### src/lsb_pkg.sv
package lsb_pkg;

    // ****************************************************************
    // Operation codes
    // ****************************************************************
    typedef enum logic [4:0]
    {
        compare_op,
        negate_op,
        sign_widen_op,
        zero_widen_op,
        and_op,
        or_op,
        xor_op,
        not_op,
        arith_left_shift_op,
        arith_right_shift_op,
        logic_left_shift_op,
        logic_right_shift_op,
        rotate_left_op,
        rotate_right_op,
        carry_rotate_left_op,
        carry_rotate_right_op,
        bit_force_one_op,
        bit_force_zero_op,
        bit_flip_op,
        bit_probe_op,
        carry_bit_and_op,
        carry_inv_bit_and_op,
        carry_bit_or_op,
        carry_inv_bit_or_op
    } lsb_op_t;

    // ****************************************************************
    // Operand widths
    // ****************************************************************
    localparam logic [1:0] SIZE_BYTE = 2'h0;
    localparam logic [1:0] SIZE_WORD = 2'h1;
    localparam logic [1:0] SIZE_LONG = 2'h2;

    // ****************************************************************
    // Flag positions in the condition flags
    // ****************************************************************
    localparam int FLAG_C = 0;
    localparam int FLAG_V = 1;
    localparam int FLAG_Z = 2;
    localparam int FLAG_N = 3;
    localparam int FLAG_W = 4;

    // ****************************************************************
    // Reset values
    // ****************************************************************
    localparam logic [3:0]  FLAGS_RESET  = 4'h0;
    localparam logic [31:0] RESULT_RESET = 32'h0000_0000;
    localparam int          PIPE_DEPTH   = 1;

endpackage

### src/lsb_alu.sv
`timescale 1ns/1ps
// What this block does
// - Compare subtracts, sets flags, keeps destination
// - Negate writes zero minus destination
// - Sign widen copies low part sign upward
// - Zero widen clears upper part
// - AND destination with source or immediate
// - OR destination with source or immediate
// - XOR destination with source or immediate
// - NOT inverts destination at width
// - Arithmetic shift; right keeps sign bit
// - Logical shift fills vacated bit with zero
// - Rotate feeds leaving bit to other end
// - Rotate through carry flag
// - Set one byte bit, immediate or register index
// - Clear one selected byte bit
// - Invert one selected byte bit
// - Zero flag gets inverted bit, operand kept
// - Carry ANDed with selected bit
// - Carry ANDed with inverted bit, immediate index
// - Carry ORed with selected bit
// - Carry ORed with inverted bit, immediate index
module lsb_alu
(
    input  wire logic                 i_clock,      // System clock
    input  wire logic                 i_rst,        // Async reset, high
    input  wire logic                 i_valid,      // Operation request
    input  wire lsb_pkg::lsb_op_t     i_op,         // Operation code
    input  wire logic [1:0]           i_size,       // Operand width
    input  wire logic [31:0]          i_dest,       // Destination operand
    input  wire logic [31:0]          i_source,     // Source register value
    input  wire logic [31:0]          i_imm,        // Immediate value
    input  wire logic                 i_use_imm,    // Select immediate source
    input  wire logic [2:0]           i_bit_imm,    // 3-bit bit index
    input  wire logic                 i_bit_by_reg, // Index from register
    input  wire logic [3:0]           i_flags,      // Current N Z V C
    output logic                      o_done,       // Result valid pulse
    output logic [31:0]               o_result,     // Result value
    output logic                      o_write,      // Destination write
    output logic [3:0]                o_flags,      // New N Z V C
    output logic                      o_illegal     // Bad request pulse
);

    // ****************************************************************
    // Combinational datapath
    // ****************************************************************
    logic [31:0] src_val;
    logic [31:0] msk;
    logic [31:0] sgn;
    logic [32:0] diff;
    logic [31:0] res;
    logic        wr;
    logic        carry_n;
    logic        over_n;
    logic        z_over;
    logic        use_nz;
    logic        bad;
    logic [2:0]  bit_idx;
    logic        sel_bit;
    logic [7:0]  bit_one;
    logic        neg_w;
    logic        zero_w;
    logic [31:0] sl;
    logic [31:0] sr;
    logic        out_l;
    logic        out_r;

    assign src_val = i_use_imm ? i_imm : i_source;
    assign bit_idx = i_bit_by_reg ? i_source[2:0] : i_bit_imm;
    assign sel_bit = i_dest[bit_idx];
    assign bit_one = 8'h01 << bit_idx;

    // Width mask and sign position
    always_comb
    begin
        msk = 32'hffff_ffff;
        sgn = 32'h8000_0000;
        if (i_size == lsb_pkg::SIZE_BYTE)
        begin
            msk = 32'h0000_00ff;
            sgn = 32'h0000_0080;
        end
        else if (i_size == lsb_pkg::SIZE_WORD)
        begin
            msk = 32'h0000_ffff;
            sgn = 32'h0000_8000;
        end
    end

    // Shift helpers and outgoing bits
    assign sl    = (i_dest << 1) & msk;
    assign sr    = (i_dest & msk) >> 1;
    assign out_l = |(i_dest & sgn);
    assign out_r = i_dest[0];

    // Main operation select
    always_comb
    begin
        res     = i_dest;
        wr      = 1'b1;
        use_nz  = 1'b1;
        bad     = 1'b0;
        carry_n = i_flags[lsb_pkg::FLAG_C];
        over_n  = 1'b0;
        z_over  = 1'b0;
        diff    = 33'h0;
        unique case (i_op)
            lsb_pkg::compare_op:
            begin
                diff    = {1'b0, i_dest & msk} - {1'b0, src_val & msk};
                res     = diff[31:0] & msk;
                wr      = 1'b0;
                carry_n = |(diff[32:0] & {1'b0, msk << 1 | 32'h1} & ~{1'b0, msk});
                if (i_size == lsb_pkg::SIZE_LONG)
                    carry_n = diff[32];
                over_n  = |((i_dest ^ src_val) & (i_dest ^ diff[31:0]) & sgn);
            end
            lsb_pkg::negate_op:
            begin
                res    = (32'h0000_0000 - i_dest) & msk;
                over_n = (i_dest & msk) == sgn;
                carry_n = |(i_dest & msk);
            end
            lsb_pkg::sign_widen_op:
            begin
                if (i_size == lsb_pkg::SIZE_WORD)
                    res = {16'h0000, {8{i_dest[7]}}, i_dest[7:0]};
                else
                    res = {{16{i_dest[15]}}, i_dest[15:0]};
                bad = (i_size == lsb_pkg::SIZE_BYTE);
            end
            lsb_pkg::zero_widen_op:
            begin
                if (i_size == lsb_pkg::SIZE_WORD)
                    res = {24'h00_0000, i_dest[7:0]};
                else
                    res = {16'h0000, i_dest[15:0]};
                bad = (i_size == lsb_pkg::SIZE_BYTE);
            end
            lsb_pkg::and_op:  res = i_dest & src_val & msk;
            lsb_pkg::or_op:   res = (i_dest | src_val) & msk;
            lsb_pkg::xor_op:  res = (i_dest ^ src_val) & msk;
            lsb_pkg::not_op:  res = ~i_dest & msk;
            lsb_pkg::arith_left_shift_op:
            begin
                res     = sl;
                carry_n = out_l;
                over_n  = out_l ^ (|(sl & sgn));
            end
            lsb_pkg::arith_right_shift_op:
            begin
                res     = sr | (i_dest & sgn);
                carry_n = out_r;
            end
            lsb_pkg::logic_left_shift_op:
            begin
                res     = sl;
                carry_n = out_l;
            end
            lsb_pkg::logic_right_shift_op:
            begin
                res     = sr;
                carry_n = out_r;
            end
            lsb_pkg::rotate_left_op:
            begin
                res     = sl | {31'h0, out_l};
                carry_n = out_l;
            end
            lsb_pkg::rotate_right_op:
            begin
                res     = sr | (out_r ? sgn : 32'h0);
                carry_n = out_r;
            end
            lsb_pkg::carry_rotate_left_op:
            begin
                res     = sl | {31'h0, i_flags[lsb_pkg::FLAG_C]};
                carry_n = out_l;
            end
            lsb_pkg::carry_rotate_right_op:
            begin
                res     = sr | (i_flags[lsb_pkg::FLAG_C] ? sgn : 32'h0);
                carry_n = out_r;
            end
            lsb_pkg::bit_force_one_op:
            begin
                res    = {24'h0, i_dest[7:0] | bit_one};
                use_nz = 1'b0;
            end
            lsb_pkg::bit_force_zero_op:
            begin
                res    = {24'h0, i_dest[7:0] & ~bit_one};
                use_nz = 1'b0;
            end
            lsb_pkg::bit_flip_op:
            begin
                res    = {24'h0, i_dest[7:0] ^ bit_one};
                use_nz = 1'b0;
            end
            lsb_pkg::bit_probe_op:
            begin
                wr     = 1'b0;
                use_nz = 1'b0;
                z_over = 1'b1;
            end
            lsb_pkg::carry_bit_and_op:
            begin
                carry_n = i_flags[lsb_pkg::FLAG_C] & sel_bit;
                wr = 1'b0;
                use_nz = 1'b0;
            end
            lsb_pkg::carry_inv_bit_and_op:
            begin
                carry_n = i_flags[lsb_pkg::FLAG_C] & ~sel_bit;
                wr = 1'b0;
                use_nz = 1'b0;
                bad = i_bit_by_reg;
            end
            lsb_pkg::carry_bit_or_op:
            begin
                carry_n = i_flags[lsb_pkg::FLAG_C] | sel_bit;
                wr = 1'b0;
                use_nz = 1'b0;
            end
            lsb_pkg::carry_inv_bit_or_op:
            begin
                carry_n = i_flags[lsb_pkg::FLAG_C] | ~sel_bit;
                wr = 1'b0;
                use_nz = 1'b0;
                bad = i_bit_by_reg;
            end
            default: bad = 1'b1;
        endcase
    end

    // ****************************************************************
    // Flag evaluation
    // ****************************************************************
    lsb_flag_unit lsb_flag_unit_inst
    (
        .i_value    (res),
        .i_size     (i_size),
        .o_negative (neg_w),
        .o_zero     (zero_w)
    );

    // ****************************************************************
    // Output registers
    // ****************************************************************
    // Handshake outputs
    always_ff @(posedge i_clock or posedge i_rst)
    begin
        if (i_rst)
        begin
            o_done    <= 1'b0;
            o_write   <= 1'b0;
            o_illegal <= 1'b0;
        end
        else
        begin
            o_done    <= i_valid & ~bad;
            o_write   <= i_valid & ~bad & wr;
            o_illegal <= i_valid & bad;
        end
    end

    // Result and flags
    always_ff @(posedge i_clock or posedge i_rst)
    begin
        if (i_rst)
        begin
            o_result <= lsb_pkg::RESULT_RESET;
            o_flags  <= lsb_pkg::FLAGS_RESET;
        end
        else if (i_valid & ~bad)
        begin
            o_result <= res;
            o_flags[lsb_pkg::FLAG_C] <= carry_n;
            o_flags[lsb_pkg::FLAG_V] <= use_nz ? over_n : i_flags[lsb_pkg::FLAG_V];
            o_flags[lsb_pkg::FLAG_N] <= use_nz ? neg_w : i_flags[lsb_pkg::FLAG_N];
            o_flags[lsb_pkg::FLAG_Z] <= z_over ? ~sel_bit : (use_nz ? zero_w : i_flags[lsb_pkg::FLAG_Z]);
        end
    end

    // ****************************************************************
    // Checks
    // ****************************************************************
    chk_compare_nowrite: assert property (@(posedge i_clock) disable iff (i_rst)
        i_valid && i_op == lsb_pkg::compare_op |=> o_done && !o_write)
        else $error("compare wrote destination");
    chk_negate_value: assert property (@(posedge i_clock) disable iff (i_rst)
        i_valid && i_op == lsb_pkg::negate_op |=> o_result == ((32'h0 - $past(i_dest)) & $past(msk)))
        else $error("negate result wrong");
    chk_sign_widen: assert property (@(posedge i_clock) disable iff (i_rst)
        i_valid && i_op == lsb_pkg::sign_widen_op && i_size == lsb_pkg::SIZE_LONG
        |=> o_result[31:16] == {16{$past(i_dest[15])}})
        else $error("sign widen wrong");
    chk_zero_widen: assert property (@(posedge i_clock) disable iff (i_rst)
        i_valid && i_op == lsb_pkg::zero_widen_op && i_size == lsb_pkg::SIZE_WORD
        |=> o_result == {24'h0, $past(i_dest[7:0])})
        else $error("zero widen wrong");
    chk_xor_value: assert property (@(posedge i_clock) disable iff (i_rst)
        i_valid && i_op == lsb_pkg::xor_op |=> o_result == ($past(i_dest ^ src_val) & $past(msk)))
        else $error("xor result wrong");
    chk_shr_sign: assert property (@(posedge i_clock) disable iff (i_rst)
        i_valid && i_op == lsb_pkg::arith_right_shift_op |=> |(o_result & $past(sgn)) == $past(out_l))
        else $error("sign bit lost");
    chk_rotc_carry: assert property (@(posedge i_clock) disable iff (i_rst)
        i_valid && i_op == lsb_pkg::carry_rotate_left_op
        |=> o_result[0] == $past(i_flags[0]) && o_flags[0] == $past(out_l))
        else $error("carry rotate wrong");
    chk_probe_zero: assert property (@(posedge i_clock) disable iff (i_rst)
        i_valid && i_op == lsb_pkg::bit_probe_op |=> o_flags[2] == !$past(sel_bit) && !o_write)
        else $error("bit probe wrong");
    chk_inv_and_imm: assert property (@(posedge i_clock) disable iff (i_rst)
        i_valid && i_op == lsb_pkg::carry_inv_bit_and_op && i_bit_by_reg |=> o_illegal && !o_done)
        else $error("register index accepted");
    chk_byte_zero: assert property (@(posedge i_clock) disable iff (i_rst)
        i_valid && i_op == lsb_pkg::not_op && i_size == lsb_pkg::SIZE_BYTE
        |=> o_flags[2] == (o_result[7:0] == 8'h00))
        else $error("zero flag wrong");

    cov_compare: cover property (@(posedge i_clock) i_valid && i_op == lsb_pkg::compare_op);
    cov_rotate:  cover property (@(posedge i_clock) i_valid && i_op == lsb_pkg::rotate_right_op);
    cov_bit_reg: cover property (@(posedge i_clock) i_valid && i_op == lsb_pkg::bit_flip_op && i_bit_by_reg);
    cov_illegal: cover property (@(posedge i_clock) o_illegal);

endmodule

### src/lsb_flag_unit.sv
`timescale 1ns/1ps
// Flag evaluation at the operand width
module lsb_flag_unit
(
    input  wire logic [31:0] i_value,    // Result value
    input  wire logic [1:0]  i_size,     // Operand width
    output logic             o_negative, // Sign bit at width
    output logic             o_zero      // Result zero at width
);

    // ****************************************************************
    // Width-dependent sign and zero
    // ****************************************************************
    always_comb
    begin
        o_negative = i_value[31];
        o_zero     = (i_value == 32'h0000_0000);
        if (i_size == lsb_pkg::SIZE_BYTE)
        begin
            o_negative = i_value[7];
            o_zero     = (i_value[7:0] == 8'h00);
        end
        else if (i_size == lsb_pkg::SIZE_WORD)
        begin
            o_negative = i_value[15];
            o_zero     = (i_value[15:0] == 16'h0000);
        end
    end

endmodule

### config.mk
export PLATFORM = sky130hd
export DESIGN_NAME = lsb_alu
export DESIGN_NICKNAME = d
export VERILOG_FILES = /design/src/lsb_pkg.sv /design/src/lsb_alu.sv /design/src/lsb_flag_unit.sv
export SDC_FILE = /design/constraint.sdc
export NUM_CORES = 1
export LEC_CHECK = 0
export ABC_AREA = 1
export BUFFER_PORTS_ARGS = -buffer_cell sky130_fd_sc_hd__buf_4
export CAP_MARGIN = 5
export CORE_MARGIN = 3
export CORE_UTILIZATION = 40
export CTS_BUF_LIST = sky130_fd_sc_hd__clkbuf_16
export CTS_CLUSTER_SIZE = 14
export DETAILED_ROUTE_END_ITERATION = 10
export MAX_ROUTING_LAYER = met4
export PLACE_DENSITY = 0.61
export SLEW_MARGIN = 20
export SYNTH_ARGS = -nofsm -noshare
export SYNTH_HDL_FRONTEND = slang
export SYNTH_SLANG_ARGS = --single-unit
### constraint.sdc
create_clock -name i_clock -period 0.88 [get_ports i_clock]
set_input_delay 0 -clock i_clock [delete_from_list [all_inputs] [get_ports i_clock]]
set_output_delay 0 -clock i_clock [all_outputs]
set_load 0.02 [all_outputs]
==> After elaboration in Yosys (flattened, before gate mapping) <==
Index checks and enable logic that the tools add are counted.
{ "word_totals": {"output_inout_bits": 39, "wordCells": 120, "input_bits": 115, "ff_bits": 39} }
{ "classes": {"eq_ne": 26, "bitwise": 40, "reduce_logical": 18, "muxes": 27, "n_addsub": 2, "n_shift": 1, "n_lt_le_gt_ge": 1} }
{ "ops": {"columns": ["op", "n"], "rows": [
  ["$pmux 32 s18", 1],
  ["$and 32x32->32", 14],
  ["$mux 32", 8],
  ["$reduce_or 32->1", 4],
  ["$or 31x32->32", 3],
  ["$or 32x1->32", 2],
  ["$xor 32x32->32", 2],
  ["$eq 5x4->1 const B", 8],
  ["$eq 5x5->1 const B", 8],
  ["$and 33x32->33", 1],
  ["$and 33x33->33", 1],
  ["$not 32->33", 1],
  ["$reduce_or 33->1", 1],
  ["$sub 32x32->33", 1],
  ["$eq 32x32->1", 1],
  ["$logic_not 32->1", 1],
  ["$not 32->32", 1],
  ["$or 32x32->32", 1],
  ["$sub 1x32->32 const A", 1],
  ["$eq 5x3->1 const B", 4],
  ["$reduce_or 20->1", 1],
  ["$logic_not 16->1", 1],
  ["$mux 16", 1],
  ["$mux 1", 12],
  ["25 further kinds", 36]
]} }

==> Depth between registers and ports, before layout <==
{ "depth": {"word_depth": 12, "ltp_mapped": 30, "depth_no_buf": 29} }

==> By module <==
From an unflattened synthesis, not the netlist that was laid out.
{ "hier_totals": {"hier_cells": 1559, "hier_area_um2": 9173.8} }
{ "by_module_without_submodules": {"columns": ["module", "area_per_inst_um2", "seq_area_each_um2", "cells_per_inst", "instances"], "rows": [
  ["lsb_alu", 9024.9, 975.9, 1522, 1],
  ["lsb_flag_unit", 148.9, 0.0, 37, 1]
]} }

==> Worst setup path before layout <==
Ideal clock, no wire load.
{ "synth_timing": {"kind": "input-to-reg", "start": "in i_size[1]", "end": "reg o_flags[2]", "setup_slack_ns": -2.132, "setup_ns": 0.065, "t_required_ns": 0.815, "arrival_ns": 2.947, "path_buffers": 4, "cell_stages": 25, "cell_sequence": "clkbuf_1 buf_1 clkbuf_1 clkbuf_1 nand2_1 ha_1 inv_1 o21ai_0 a21oi_1 nor2_1 a211oi_1 nand3_1 nand2_1 nand3_1 nand2_1 nand2_1 nand2_1 nand2_1 nor2_1 nand3_1 nand2_1 nand2_1 nand2_1 nand2_1 nand2_1"} }
{ "synth_between": {"elab_chain_cells": 12, "elab_cells_between_ends": 38, "cone_classes": "add/sub: 1; eq/ne: 1; mux: 14; bitwise: 17; reduce/logical: 5"} }
{ "synth_rtl": {"columns": ["item", "line", "rtl"], "rows": [
  ["from (decl)", "lsb_alu.sv:29", "input wire logic [1:0] i_size,"],
  ["$eq 2x1->1", null, null],
  ["$mux 32", "lsb_alu.sv:83", "else if (i_size == lsb_pkg::SIZE_WORD)"],
  ["$mux 32", "lsb_alu.sv:78", "if (i_size == lsb_pkg::SIZE_BYTE)"],
  ["$and 32x32->32, on equally long branches", null, null],
  ["$sub 32x32->33 / $reduce_or 32->1 (equally long branches)", "lsb_alu.sv:110, lsb_alu.sv:93", null],
  ["$and 32x32->32 / $or 32x1->32 (equally long branches)", "lsb_alu.sv:111, lsb_alu.sv:167", null],
  ["$pmux 32 s18", "lsb_alu.sv:107", "unique case (i_op)"],
  ["$logic_not 32->1 / $logic_not 16->1 (equally long branches)", "lsb_flag_unit.sv:17, lsb_flag_unit.sv:26", null],
  ["$mux 1", "lsb_flag_unit.sv:23", "else if (i_size == lsb_pkg::SIZE_WORD)"],
  ["$mux 1", "lsb_flag_unit.sv:18", "if (i_size == lsb_pkg::SIZE_BYTE)"],
  ["$mux 1 (2 in a row)", "lsb_alu.sv:281", "o_flags[lsb_pkg::FLAG_Z] <= z_over ? ~sel_bit : (use_nz ? zero_w : i_flags[lsb_pkg::FLAG_Z]);"],
  ["to (signal, indexed assignment)", "lsb_alu.sv:279", "o_flags[lsb_pkg::FLAG_V] <= use_nz ? over_n : i_flags[lsb_pkg::FLAG_V];"],
  ["to (signal, indexed assignment)", "lsb_alu.sv:280", "o_flags[lsb_pkg::FLAG_N] <= use_nz ? neg_w : i_flags[lsb_pkg::FLAG_N];"],
  ["to (signal, indexed assignment)", "lsb_alu.sv:281", null],
  ["to (decl)", "lsb_alu.sv:40", "output logic [3:0] o_flags,"]
]} }
Several ways; a longest one is shown, not always the timed one.
A chain may end at the register's enable or synchronous reset.

==> Worst setup path after layout <==
{ "layout_timing": {"start": "in i_use_imm", "end": "reg o_flags[2]"} }
{ "layout_between": {"elab_chain_cells": 10, "elab_cells_between_ends": 18, "cone_classes": "add/sub: 1; mux: 6; bitwise: 8; reduce/logical: 3"} }
{ "layout_rtl": {"columns": ["item", "line", "rtl"], "rows": [
  ["from (decl)", "lsb_alu.sv:33", "input wire logic i_use_imm,"],
  ["$mux 32 (*)", "lsb_alu.sv:68", "assign src_val = i_use_imm ? i_imm : i_source;"],
  ["$and 32x32->32", "lsb_alu.sv:110", "diff = {1'b0, i_dest & msk} - {1'b0, src_val & msk};"],
  ["$sub 32x32->33", "lsb_alu.sv:110", null],
  ["$and 32x32->32", "lsb_alu.sv:111", "res = diff[31:0] & msk;"],
  ["$pmux 32 s18 (*)", "lsb_alu.sv:107", null],
  ["$logic_not 32->1 / $logic_not 16->1 (equally long branches)", "lsb_flag_unit.sv:17, lsb_flag_unit.sv:26", null],
  ["$mux 1", "lsb_flag_unit.sv:23", null],
  ["$mux 1 (*)", "lsb_flag_unit.sv:18", null],
  ["$mux 1 (*) (2 in a row)", "lsb_alu.sv:281", null]
]} }
Mark *: on every way between the ends. The rest lies on a longest branch, timed or not.

==> impl_metrics.py <==
metrics = {
    "sta": {
        "setup_viol": 39,
        "maxSlewHeadroom_pct": 68.8,
        "max_freq_ghz": 0.358,
        "worst_pin_slew_ns": 0.468,
        "hold_violations": 1,
        "tns_ns": -53.02,
        "finClkSkew_ns": 0,
        "hold_slack_ns": -0.00622,
        "grt_setup_unrepaired": "yes",
        "slew_violations": 0,
        "fin_ws_ns": -1.92,
        "min_period_ns": 2.80,
        "period_share_pct": 318,
    },
    "yosys": {
        "synth.area.top_cells": "nand2_1 (18%), ha_1 (15%), dfrtp_1 (10%)",
        "synth.top_cells.by_count": "nand2_1 (439), inv_1 (211), o21ai_0 (152), nor2_1 (151), nand3_1 (127)",
        "yosysWarnings": 0,
        "yosysMostFrequentCell": "nand2_1",
        "yosysTopAreaCellShare_pct": 17.7,
        "yosysSeqAreaShare_pct": 10.5,
        "synth_fp_nets": 1856,
        "synth_cells": 1625,
        "synth.avg_cell_area_um2": 5.74,
        "ys_types": 48,
        "dominantRegCellSynth": "dfrtp_1",
        "synthArstFlopShare_pct": 100,
        "yosys_register_bits": 39,
        "synth_edf_count": 0,
        "synth.largest_area_cell": "nand2_1",
        "syn-cell-area_mm2": 0.00932,
    },
    "worst_hold_path": {
        "hp-start": "i_flags[3]",
        "min_to": "o_flags[3]",
        "hold_class": "input port to flip-flop",
        "whs_path_depth": 3,
    },
    "place": {
        "place_inst": 2563,
        "dp_hpwl_um": 40300,
        "portBuffers": 153,
        "gp_congestion": 1.07,
        "postPlaceCellArea_mm2": 0.0152,
        "place_ws_ns": -2.36,
    },
    "floorplanning": {
        "die_area_mm2": 0.0252,
        "die_width_um": 159,
        "die_h_um": 159,
        "start_util_pct": 40.9,
        "rows": 55,
        "pin_count": 154,
        "core_area_mm2": 0.0228,
    },
    "job": {
        "drv_cap": 0,
    },
    "critical_path": {
        "cp.arrival_ns": 3.02,
        "worst_r2r_startpoint": "o_flags[1]",
        "end_kind": "flip-flop",
        "path_common_cell": "nand2_1",
        "rrSetupSlack_ns": 0.18,
        "crit_path_start_kind": "input port",
        "crit_type": "input port to flip-flop",
        "cp_slowest_cell": "fa_2",
        "cp_max_fo": 9,
        "cpPeakStageDelay_ns": 0.37,
        "ff2ff_path_depth": 2,
        "cp.required_ns": 1.10,
        "worstReg2RegEnd": "o_flags[1]",
    },
    "clock_tree": {
        "clock_sinks": 39,
        "worstSkewPairLatency_ns": 0.28,
        "clk_path_buf_depth": 2,
        "clk_pin_slew_ns": 0.05,
        "root_buffer": "clkbuf_16",
        "cts_buffers": 5,
        "cts_tree": "built",
        "ctsHtreeMaxLevel": 2,
    },
    "detailed_routing": {
        "ant_nets": 0,
        "wl_um": 51500,
        "drcViolationCount": 0,
        "drt_first_iter_violations": 1661,
        "via_per_inst": 5.55,
        "vias": 14511,
        "wire_per_inst_um": 19.7,
        "drtPass1Iterations": 7,
    },
    "outcome": {
        "status": "complete, but fails checks",
        "violations": "hold timing, setup timing",
    },
    "power": {
        "power.density_mw_per_mm2": 1020,
        "ir_drop_mv": 1.18,
        "leakage_nw": 8.89,
    },
    "global_route": {
        "grt_max_degree": 40,
        "grt_pass1_vias": 13311,
        "antenna_found_initial": 0,
        "gr-usage-all-layers_pct": 39.1,
        "globalRouteOverflowTotal": 0,
        "grt_pass1_wl_um": 73800,
    },
    "finish": {
        "nNetsFinal": 2532,
        "final_cells": 2616,
        "layout-drive-gt1-share_pct": 47.5,
        "final_cell_area_mm2": 0.0172,
        "area_growth_pct": 84.2,
        "fillCellCount": 1815,
    },
}
registers in the layout (all words and copies together), names as in the netlist:
register   flops
o_write        1
o_done         1
o_illegal      1
o_result      32
o_flags        4
critical path, delay by kind of cell:
kind	cells	cell delay, ns
AO/OA/AOI/OAI	1	0.07
adder cells (fa/ha/maj)	2	0.54
buffers and inverters	5	0.44
AND/OR/NAND/NOR	21	1.94
cells by family (layout without fill, tap and decap cells):
logic type,Yosys count,count (layout),synth area share (%)
xor gates and xnor gates,10,10,0.939
and+or+nand+nor,821,821,38.0
adders and majority gates,116,116,15.6
other,0,1,0
AOI/OAI and AO/OA,362,362,23.4
DFF,39,39,10.5
buffers and inverters,277,954,11.6
final cells by class:
type                       count  area [um2]  area share, %
timing repair buffer         717        5890           34.3
multi-input combinational   1309        8810           51.3
clock inverter                 3        38.8          0.226
timing repair inverter         2        22.5          0.131
inverter                     227         910           5.30
clock buffer                   5         125          0.729
antenna                        1        2.50         0.0146
sequential                    39         976           5.68
tap                          313         392           2.28
cell usage in the layout (no fill, tap or decap), drive strengths merged, types with 2 or more instances in the layout:
cell     count
a2111oi      3
a211oi      17
a21boi       2
a21oi       83
a221oi      20
a22oi        7
a31oi        3
buf        714
clkbuf       7
clkinv       7
dfrtp       39
ha         115
inv        223
nand2      445
nand3      127
nand3b       4
nand4       21
nor2       163
nor3        25
nor4         5
o2111ai      8
o211a        2
o211ai      12
o21a         6
o21ai      160
o21bai       7
o221ai       3
o22ai       23
o2bb2ai      2
o32ai        2
or2         31
xor2        10
worst max path at each step:
| stage | startpoint | to | slack (ns) |
|---|---|---|---|
| 2_1_floorplan | i_use_imm | o_flags[2] | -1.61 |
| 3_3_place_gp | i_use_imm | o_flags[2] | -2.32 |
| 3_5_place_dp | i_use_imm | o_flags[2] | -2.36 |
| 4_1_cts | i_use_imm | o_flags[2] | -1.85 |
| 5_1_grt | i_size[1] | o_flags[2] | -2.07 |
| 6_report | i_use_imm | o_flags[2] | -1.92 |
through the flow:
stage / power, mW / util, %
6_report: 17.5 / 75.4
5_1_grt: 18.5 / 75.4
4_1_cts: 16.2 / 71.1
3_5_place_dp: 13.3 / 66.7
3_3_place_gp: 13.2 / 66.7
2_1_floorplan: 7.55 / -
repair_timing:
action / CTS / global route
setup buffers: 17 / 24
gates resized for setup: 170 / 192
hold buffers: 1 / 0
endpoints found under the hold margin: 39 / 0
endpoints found under the setup margin: 39 / 39
pin swaps: 62 / 82
cloned: 4 / 2
where the power goes:
part	internal (mW)	total, mW	switching [mW]
logic	5.99	13.0	6.97
clock network	1.32	1.98	0.658
registers	2.27	2.54	0.264
total	9.58	17.5	7.89
routing by layer:
metal	share of wire [%]	wire length [um]	vias up	GRT usage (%)
met5	0	0	-	-
met4	3.5	1790	0	11.1
met3	12	6350	120	8.13
met2	42	21700	886	57.2
met1	42	21600	6716	54.2
li1	-	-	6789	-
Power figures use the tool's default switching activity.
